--- config.mk ---
export PLATFORM = sky130hd
export DESIGN_NAME = ebg_glue
export DESIGN_NICKNAME = d
export VERILOG_FILES = /design/src/hw/ebg_pkg.sv /design/src/hw/ebg_glue.sv
export SDC_FILE = /design/constraint.sdc
export NUM_CORES = 1
export LEC_CHECK = 0
export ABC_AREA = 1
export BUFFER_PORTS_ARGS = -buffer_cell sky130_fd_sc_hd__buf_4
export CELL_PAD_IN_SITES_DETAIL_PLACEMENT = 1
export CELL_PAD_IN_SITES_GLOBAL_PLACEMENT = 2
export CORE_MARGIN = 3
export CORE_UTILIZATION = 34
export CTS_BUF_LIST = sky130_fd_sc_hd__clkbuf_8
export DETAILED_ROUTE_END_ITERATION = 8
export PLACE_DENSITY_LB_ADDON = 0.1
export SKIP_LAST_GASP = 1
export SLEW_MARGIN = 20
export SYNTH_ARGS = -nofsm -noshare
export SYNTH_HDL_FRONTEND = slang
export SYNTH_SLANG_ARGS = --single-unit
--- constraint.sdc ---
create_clock -name clk_i -period 2.7 [get_ports clk_i]
set_input_delay 0.27 -clock clk_i [delete_from_list [all_inputs] [get_ports clk_i]]
set_output_delay 0.27 -clock clk_i [all_outputs]
set_load 0.02 [all_outputs]
--- src/hw/ebg_pkg.sv ---
`default_nettype none
package ebg_pkg;

    // ************************************************************
    // Address map of the expansion selects
    // ************************************************************
    localparam logic [31:0] EBG_UNCACHED_BASE = 32'hB000_0000; // Select 0 window start
    localparam logic [31:0] EBG_CACHED_OFFSET = 32'h2000_0000; // Cached alias lies below
    localparam logic [3:0]  EBG_BOOT_NIBBLE   = 4'hF;          // Select 1 window when boot on
    localparam int          EBG_NUM_SELECTS   = 7;
    localparam int          EBG_WIN_LSB       = 24;            // 16 MB windows
    localparam int          EBG_ADDR_MSB      = 25;            // Highest driven address line
    localparam int          EBG_ADDR_LSB      = 2;

    // ************************************************************
    // Bus timing and reset values
    // ************************************************************
    localparam logic [2:0]  EBG_BURST_LAST    = 3'h3;          // Burst of four beats
    localparam logic [6:0]  EBG_SEL_IDLE      = 7'h7F;
    localparam logic [3:0]  EBG_LINES_IDLE    = 4'hF;

    // ************************************************************
    // Positions in the vector of asynchronous inputs
    // ************************************************************
    localparam int EBG_SY_PRESENCE  = 0;
    localparam int EBG_SY_RST_OUT   = 1;
    localparam int EBG_SY_BOARD_RST = 2;
    localparam int EBG_SY_RST_REQ   = 3;
    localparam int EBG_SY_SLOW_SW   = 4;
    localparam int EBG_SY_TIMER0    = 5;
    localparam int EBG_SY_TIMER1    = 6;
    localparam int EBG_SY_BOOT      = 7;
    localparam int EBG_SY_IRQ       = 8;   // Four lines
    localparam int EBG_SY_DREQ      = 12;  // Four lines
    localparam int EBG_SY_WIDTH     = 16;

    typedef enum logic [0:0] {
        EBG_ST_IDLE,
        EBG_ST_DATA
    } ebg_fsm_t;

endpackage : ebg_pkg
`default_nettype wire

--- src/hw/ebg_glue.sv ---
`default_nettype none

module ebg_glue (
    input  wire logic                    clk_i,
    input  wire logic                    reset_n_i,
    // Processor side
    input  wire logic                    cpu_req_i,
    input  wire logic                    cpu_write_i,
    input  wire logic                    cpu_burst_i,
    input  wire logic [31:0]             cpu_addr_i,
    input  wire logic [31:0]             cpu_wdata_i,
    output logic      [31:0]             cpu_rdata_o,
    output logic                         cpu_beat_o,
    output logic                         cpu_done_o,
    output logic                         cpu_cold_reset_n_o,
    output logic      [3:0]              cpu_irq_o,
    output logic      [3:0]              cpu_dma_request_o,
    input  wire logic [3:0]              cpu_dma_ack_i,
    // Board straps and sources
    input  wire logic                    board_reset_n_i,
    input  wire logic                    board_reset_req_n_i,
    input  wire logic                    slow_clock_switch_on_i,
    input  wire logic                    flash_boot_select_i,
    input  wire logic                    timer_output_zero_i,
    input  wire logic                    timer_output_one_i,
    // Expansion bus side
    output logic                         exp_bus_clock_o,
    output logic [ebg_pkg::EBG_ADDR_MSB:ebg_pkg::EBG_ADDR_LSB] exp_address_lines_o,
    input  wire logic [31:0]             exp_data_lines_i,
    output logic      [31:0]             exp_data_lines_o,
    output logic                         exp_data_lines_oe_o,
    output logic      [6:0]              exp_select_n_o,
    output logic                         exp_address_strobe_n_o,
    output logic                         exp_last_n_o,
    output logic                         exp_write_cycle_n_o,
    input  wire logic                    exp_ready_n_i,
    output logic                         exp_read_strobe_n_o,
    output logic                         exp_write_strobe_n_o,
    input  wire logic                    exp_presence_n_i,
    input  wire logic                    exp_reset_out_n_i,
    output logic                         exp_reset_in_n_o,
    output logic                         exp_slow_clock_flag_n_o,
    output logic      [1:0]              exp_timer_irq_in_n_o,
    input  wire logic [3:0]              exp_irq_request_n_i,
    input  wire logic [3:0]              exp_dma_request_n_i,
    output logic      [3:0]              exp_dma_ack_n_o
);
    import ebg_pkg::*;

    // ************************************************************
    // State of the glue
    // ************************************************************
    typedef struct packed {
        logic [EBG_SY_WIDTH-1:0] sy1;
        logic [EBG_SY_WIDTH-1:0] sy2;
        logic                    exp_bus_clock;
        ebg_fsm_t                st;
        logic [6:0]              sel_n;
        logic                    ads_n;
        logic                    last_n;
        logic                    wcyc_n;
        logic                    rd_n;
        logic                    wr_n;
        logic                    doe;
        logic                    hold;
        logic [EBG_ADDR_MSB:EBG_ADDR_LSB] addr;
        logic [31:0]             dout;
        logic [31:0]             dcap;
        logic                    rdycap;
        logic [31:0]             rdata;
        logic                    beat;
        logic                    done;
        logic [2:0]              cnt;
        logic [2:0]              last;
        logic                    cold_n;
        logic                    rstin_n;
        logic                    slow_n;
        logic [1:0]              tirq_n;
        logic [3:0]              irq;
        logic [3:0]              dreq;
        logic [3:0]              dack_n;
    } ebg_state_t;

    localparam ebg_state_t EBG_RESET = '{
        sel_n: EBG_SEL_IDLE, ads_n: 1'b1, last_n: 1'b1, wcyc_n: 1'b1, rd_n: 1'b1,
        wr_n: 1'b1, rdycap: 1'b1, slow_n: 1'b1, tirq_n: 2'h3, dack_n: EBG_LINES_IDLE,
        st: EBG_ST_IDLE, default: '0};

    ebg_state_t s_reg;
    ebg_state_t s_next;
    logic [EBG_SY_WIDTH-1:0] async_in;
    logic [6:0]              hit;
    logic                    fall;
    logic                    absent;

    // Decode a processor address into one select
    function automatic logic [6:0] ebg_decode(input logic [31:0] a, input logic boot);
        logic [31:0] u;
        logic [6:0]  h;
        u = a;
        h = '0;
        if (a[31:28] == 4'(EBG_UNCACHED_BASE[31:28] - EBG_CACHED_OFFSET[31:28])) begin
            u = a + EBG_CACHED_OFFSET;
        end
        if (u[31:28] == EBG_UNCACHED_BASE[31:28]) begin
            for (int i = 0; i < EBG_NUM_SELECTS; i++) begin
                if (i == 1) begin
                    h[i] = boot ? (u[27:EBG_WIN_LSB] == EBG_BOOT_NIBBLE)
                                : (u[27:EBG_WIN_LSB] == 4'h1);
                end else begin
                    h[i] = (u[27:EBG_WIN_LSB] == 4'(i));
                end
            end
        end
        return h;
    endfunction : ebg_decode

    // Gather the asynchronous inputs for the synchronisers
    assign async_in = {exp_dma_request_n_i, exp_irq_request_n_i, flash_boot_select_i,
                       timer_output_one_i, timer_output_zero_i, slow_clock_switch_on_i,
                       board_reset_req_n_i, board_reset_n_i, exp_reset_out_n_i,
                       exp_presence_n_i};
    assign fall   = s_reg.exp_bus_clock;
    assign absent = s_reg.sy2[EBG_SY_PRESENCE];
    assign hit    = ebg_decode(cpu_addr_i, s_reg.sy2[EBG_SY_BOOT]);

    // ************************************************************
    // Next state
    // ************************************************************
    always_comb begin
        s_next        = s_reg;
        s_next.sy1    = async_in;
        s_next.sy2    = s_reg.sy1;
        s_next.exp_bus_clock   = ~s_reg.exp_bus_clock;
        s_next.dcap   = exp_data_lines_i;
        s_next.rdycap = exp_ready_n_i;
        s_next.beat   = 1'b0;
        s_next.done   = 1'b0;
        // Reset, straps and side-band lines
        s_next.cold_n  = s_reg.sy2[EBG_SY_RST_OUT] & s_reg.sy2[EBG_SY_BOARD_RST];
        s_next.rstin_n = s_reg.sy2[EBG_SY_RST_REQ];
        s_next.slow_n  = ~s_reg.sy2[EBG_SY_SLOW_SW];
        s_next.tirq_n  = {s_reg.sy2[EBG_SY_TIMER1], s_reg.sy2[EBG_SY_TIMER0]};
        s_next.irq     = ~s_reg.sy2[EBG_SY_IRQ +: 4];
        s_next.dreq    = ~s_reg.sy2[EBG_SY_DREQ +: 4];
        s_next.dack_n  = ~cpu_dma_ack_i;
        // Bus cycle sequencing, bus outputs change while the bus clock falls
        case (s_reg.st)
            EBG_ST_IDLE: begin
                if (fall && cpu_req_i && !s_reg.done) begin
                    if (hit == '0) begin
                        s_next.done = 1'b1;           // Unmapped, ends at once
                    end else begin
                        s_next.sel_n  = ~hit;
                        s_next.ads_n  = 1'b0;
                        s_next.last_n = cpu_burst_i;
                        s_next.last   = cpu_burst_i ? EBG_BURST_LAST : 3'h0;
                        s_next.cnt    = 3'h0;
                        s_next.wcyc_n = ~cpu_write_i;
                        s_next.rd_n   = cpu_write_i;
                        s_next.wr_n   = ~cpu_write_i;
                        s_next.doe    = cpu_write_i;
                        s_next.dout   = cpu_wdata_i;
                        s_next.addr   = cpu_addr_i[EBG_ADDR_MSB:EBG_ADDR_LSB];
                        s_next.st     = EBG_ST_DATA;
                    end
                end
            end
            EBG_ST_DATA: begin
                if (fall && s_reg.hold) begin
                    s_next.hold = 1'b0;                // Next write word is presented now
                    s_next.dout = cpu_wdata_i;
                end else if (fall) begin
                    s_next.ads_n = 1'b1;
                    if (!s_reg.rdycap || absent) begin
                        s_next.beat  = 1'b1;
                        s_next.rdata = s_reg.dcap;
                        if (s_reg.cnt == s_reg.last) begin
                            s_next.sel_n  = EBG_SEL_IDLE;
                            s_next.last_n = 1'b1;
                            s_next.wcyc_n = 1'b1;
                            s_next.rd_n   = 1'b1;
                            s_next.wr_n   = 1'b1;
                            s_next.doe    = 1'b0;
                            s_next.done   = 1'b1;
                            s_next.st     = EBG_ST_IDLE;
                        end else begin
                            s_next.cnt    = s_reg.cnt + 3'h1;
                            // Write bursts to a fitted board wait a bus clock so stale data never lands
                            s_next.hold   = !s_reg.wcyc_n && !absent;
                            s_next.addr   = s_reg.addr + 24'h1;
                            s_next.last_n = (s_reg.cnt + 3'h1) != s_reg.last;
                        end
                    end else begin
                        s_next.dout = cpu_wdata_i;
                    end
                end
            end
            default: s_next.st = EBG_ST_IDLE;
        endcase
    end

    // ************************************************************
    // State register
    // ************************************************************
    always_ff @(posedge clk_i or negedge reset_n_i) begin
        if (!reset_n_i) begin
            s_reg <= EBG_RESET;
        end else begin
            s_reg <= s_next;
        end
    end

    // Outputs straight from the state register
    assign exp_bus_clock_o         = s_reg.exp_bus_clock;
    assign exp_address_lines_o     = s_reg.addr;
    assign exp_data_lines_o        = s_reg.dout;
    assign exp_data_lines_oe_o     = s_reg.doe;
    assign exp_select_n_o          = s_reg.sel_n;
    assign exp_address_strobe_n_o  = s_reg.ads_n;
    assign exp_last_n_o            = s_reg.last_n;
    assign exp_write_cycle_n_o     = s_reg.wcyc_n;
    assign exp_read_strobe_n_o     = s_reg.rd_n;
    assign exp_write_strobe_n_o    = s_reg.wr_n;
    assign exp_reset_in_n_o        = s_reg.rstin_n;
    assign exp_slow_clock_flag_n_o = s_reg.slow_n;
    assign exp_timer_irq_in_n_o    = s_reg.tirq_n;
    assign exp_dma_ack_n_o         = s_reg.dack_n;
    assign cpu_rdata_o             = s_reg.rdata;
    assign cpu_beat_o              = s_reg.beat;
    assign cpu_done_o              = s_reg.done;
    assign cpu_cold_reset_n_o      = s_reg.cold_n;
    assign cpu_irq_o               = s_reg.irq;
    assign cpu_dma_request_o       = s_reg.dreq;

    // ************************************************************
    // Checks
    // ************************************************************
    AST_CLK_HALF: assert property (@(posedge clk_i) disable iff (!reset_n_i)
        exp_bus_clock_o |=> !exp_bus_clock_o ##1 exp_bus_clock_o)
        else $error("bus clock is not half rate");
    AST_READ_CAPTURE: assert property (@(posedge clk_i) disable iff (!reset_n_i)
        $rose(cpu_beat_o) && exp_write_cycle_n_o |-> cpu_rdata_o == $past(exp_data_lines_i, 2))
        else $error("read data not from captured bus value");
    AST_SEL_ON_STROBE: assert property (@(posedge clk_i) disable iff (!reset_n_i)
        !exp_address_strobe_n_o |-> $onehot(~exp_select_n_o))
        else $error("address strobe without exactly one select");
    AST_ONE_SELECT: assert property (@(posedge clk_i) disable iff (!reset_n_i)
        $onehot0(~exp_select_n_o))
        else $error("more than one select active");
    AST_SEL_HOLD: assert property (@(posedge clk_i) disable iff (!reset_n_i)
        (s_reg.st == EBG_ST_DATA) && !s_next.done |=> $stable(exp_select_n_o))
        else $error("select changed before final ready");
    AST_SELF_READY: assert property (@(posedge clk_i) disable iff (!reset_n_i)
        (s_reg.st == EBG_ST_DATA) && absent |-> ##[1:2] cpu_beat_o)
        else $error("no self ready without board");
    AST_COLD_RESET: assert property (@(posedge clk_i) disable iff (!reset_n_i)
        !s_reg.sy2[EBG_SY_RST_OUT] || !s_reg.sy2[EBG_SY_BOARD_RST] |=> !cpu_cold_reset_n_o)
        else $error("cold reset not asserted");
    AST_SLOW_FLAG: assert property (@(posedge clk_i) disable iff (!reset_n_i)
        s_reg.sy2[EBG_SY_SLOW_SW] |=> !exp_slow_clock_flag_n_o)
        else $error("slow clock flag wrong");
    AST_STROBES: assert property (@(posedge clk_i) disable iff (!reset_n_i)
        !(!exp_read_strobe_n_o && !exp_write_strobe_n_o))
        else $error("read and write strobes both active");
    AST_TIMER_IRQ: assert property (@(posedge clk_i) disable iff (!reset_n_i)
        s_reg.sy2[EBG_SY_TIMER0] ##1 s_reg.sy2[EBG_SY_TIMER0] |-> exp_timer_irq_in_n_o[0])
        else $error("timer output zero not forwarded");
    AST_DMA_ACK: assert property (@(posedge clk_i) disable iff (!reset_n_i)
        cpu_dma_ack_i[0] |=> !exp_dma_ack_n_o[0])
        else $error("dma acknowledge not forwarded");

endmodule : ebg_glue
`default_nettype wire

==> impl_results.md <==
* Total number of vias at between 6,000 and 7,000
* Final setup margin at around 730 ps
* Count leader, synth: nand2_1
* Clock sinks at ~190
* Nature of the critical path endpoint: flop
* Asr flop ratio synth at 100%
* Syn_nets at approximately 1,100
* Kind of critical path: reg2reg
* Crit-path max FO at 10
* DP HPWL at ~16 mm
* Initial antenna violation count at 0
* Slew HR at a little over three fifths
* IO Pins at around 240
* RD Place Congestion at around 0.73
* Rows at 57
* Actual slew at the worst max-slew pin at 555 ps
* ANT cells at 0
* Drt initial violations at ~290
* Clock Latency Late Sink at approximately 480 ps
* FF+latch count, synth at 191
* Die width at about 160 um
* TritonCTS Buffers at 17
* Maxcap violations at 0
* CTS resizes at 0
* CTS tree: done
* Mapped Avg Cell Area at roughly 9.0 um^2
* DR pass1 iterations at 4
* Final period utilization at between 70% and 80%
* Initial Utilization at 34.6%
* Quantity of I/O buffers inserted on ports at between 200 and 250
* Synth cell count leaders: nand2_1 (341), dfrtp_1 (172), buf_4 (110)
* Maximum vdd ir drop at roughly 400 uV
* Core area at ~24,000 um^2
* Min Tclk post-route at 1970 ps
* Area Growth Syn to Fin at 32.3%
* Fraction of layout cells with a size suffix above 1 at between 20% and 30%
* Synth warnings at 0
* Via count of the first global-routing pass at between 7,000 and 8,000
* GRT overflow at 0
* Post-synth EDFFs at 0
* Pin count of the biggest net entering global routing at 70
* Clk_skew at between 15 and 20 ps
* CTS HTree Levels at 4
* Wire length per cell at roughly 15 um
* Cell leakage power at 5.73 nW
* First-pass GRT wire length at between 30 and 40 mm
* Synth Cell Area at approximately 8400 um^2
* Endpoints failing setup at 0
* Status: complete, no violations
* Worst-path clk slew at ~120 ps
* ANT nets after route at 0
* CP Launch Type: flop
* Post-synth cell types at 32
* Flip-flop count of the largest register after layout at between 50 and 60
* Via density at between 4 and 5
* DRC Markers at 0
* Synth top area cells: dfrtp_1 (51%), nand2_1 (15%), buf_4 (9.8%)
* Largest area contributor in the netlist: dfrtp_1
* Final nets at approximately 1,300
* CP required at 3060 ps
* Setup TNS at 0 ps
* Die area at between 20,000 and 30,000 um^2
* Synth top area share at between 50% and 60%
* Final wirelength at 23.0 mm
* Synth Instances at approximately 940
* Hold WC Path Type: in2reg
* Clock root cell: clkbuf_8
* Crit path DAT at roughly 2300 ps
* Hold Vio Cnt, Final at 0
* Synth Flop Type: dfrtp_1
* Total GRT Usage at 17.7%
* Pre-CTS worst setup slack at approximately 330 ps
* Max Transition Viols Final at 0
* Post-synthesis sequential area ratio at around 57%
* RSZ-0062 raised after global routing: false
* Peak Freq at ~510 MHz
* Pwr dens at ~1000 nW/um^2
* Clk buf depth at 2
* Die span in y at approximately 160 um
cell usage in the layout (no fill, tap or decap), types with 6 or more instances in the layout:
| cell type | netlist | final |
|---|---|---|
| buf_4 | 110 | 250 |
| nor2_1 | 42 | 41 |
| clkinv_8 | 0 | 8 |
| dlygate4sd3_1 | 0 | 86 |
| inv_1 | 67 | 67 |
| nor3_1 | 6 | 6 |
| nand2_1 | 341 | 341 |
| dfrtp_1 | 172 | 172 |
| dfstp_2 | 19 | 19 |
| o21ai_2 | 13 | 13 |
| a21oi_1 | 8 | 8 |
| o21ai_0 | 36 | 36 |
| nand4_1 | 16 | 16 |
| nand3_1 | 49 | 49 |
| clkbuf_8 | 0 | 18 |
per-stage QoR:
step | utilization [%] | cells | total power [W] | hold WS (ps) | cell area (um^2)
floorplan | - | 936 | 0.00814 | -25.6 | 8440
global placement | 40.4 | 1379 | 0.00925 | 320 | 9840
detailed placement | 40.4 | 1379 | 0.00934 | 320 | 9840
CTS | 45.8 | 1497 | 0.0116 | 56.0 | 11200
global route | 45.8 | 1497 | 0.0123 | 67.3 | 11200
finish | 45.8 | 1497 | 0.0114 | 95.9 | 11200
cells by family after synthesis:
| group | after synthesis | share of synthesized area, % |
|---|---|---|
| adders and majority gates | 3 | 0.445 |
| and+or+nand+nor | 465 | 22.8 |
| buffers and inverters | 209 | 14.9 |
| AOI/OAI and AO/OA | 66 | 4.79 |
| DFF | 191 | 56.9 |
| xor gates and xnor gates | 2 | 0.208 |
cell type report:
| type | instances | area [um^2] |
|---|---|---|
| Sequential cell | 191 | 4800 |
| Clock buffer | 17 | 234 |
| Fill cell | 2840 | 13200 |
| Tap cell | 324 | 405 |
| Clock inverter | 15 | 233 |
| Timing Repair Buffer | 341 | 2830 |
| Inverter | 73 | 274 |
| Multi-Input combinational cell | 536 | 2390 |
metal layers:
metal  global-route usage, %  wire length (um)  vias up
li1                        -                 -     3252
met1                    22.5             10100     3157
met2                    29.4             11200      157
met3                    5.00              1390       21
met4                    4.88               324        0
met5                       0                 0        -
timing repair:
action	in CTS	in global routing
hold buffers	86	0
endpoints found under the hold margin	149	0
buffers inserted	0	0
where the power goes:
group / switching [W] / internal [W] / leakage (nW)
Sequential: 0.000616 / 0.00375 / 2.29
Combinational: 0.00301 / 0.00192 / 3.22
Clock: 0.00128 / 0.000833 / 0.227
Total: 0.00490 / 0.00651 / 5.73
path summary, 6_finish.rpt:
check                          startpoint                      end  slack [ps]  cells past startpoint
max                             s_reg[20]      exp_data_lines_oe_o         730                      8
min in group asynchronous       reset_n_i     cpu_dma_request_o[2]         350                      2
min reg2reg                   s_next[165]               s_next[15]         350                      0
max in group asynchronous       reset_n_i       exp_dma_ack_n_o[3]        1540                      3
min                        cpu_addr_i[20]  exp_address_lines_o[20]         100                      5
max reg2reg                     s_reg[20]      exp_data_lines_oe_o         730                      8
worst max-delay path, stage by stage, from the launching register on:
cell and delay, ps:
dfrtp_1 470, nor2_1 130, nor2_1 50, nor3_1 360, nand2_1 100, nand2_1 110, nand4_1 410, nand2_1 180
nand2_1 70
Power figures use the tool's default switching activity.
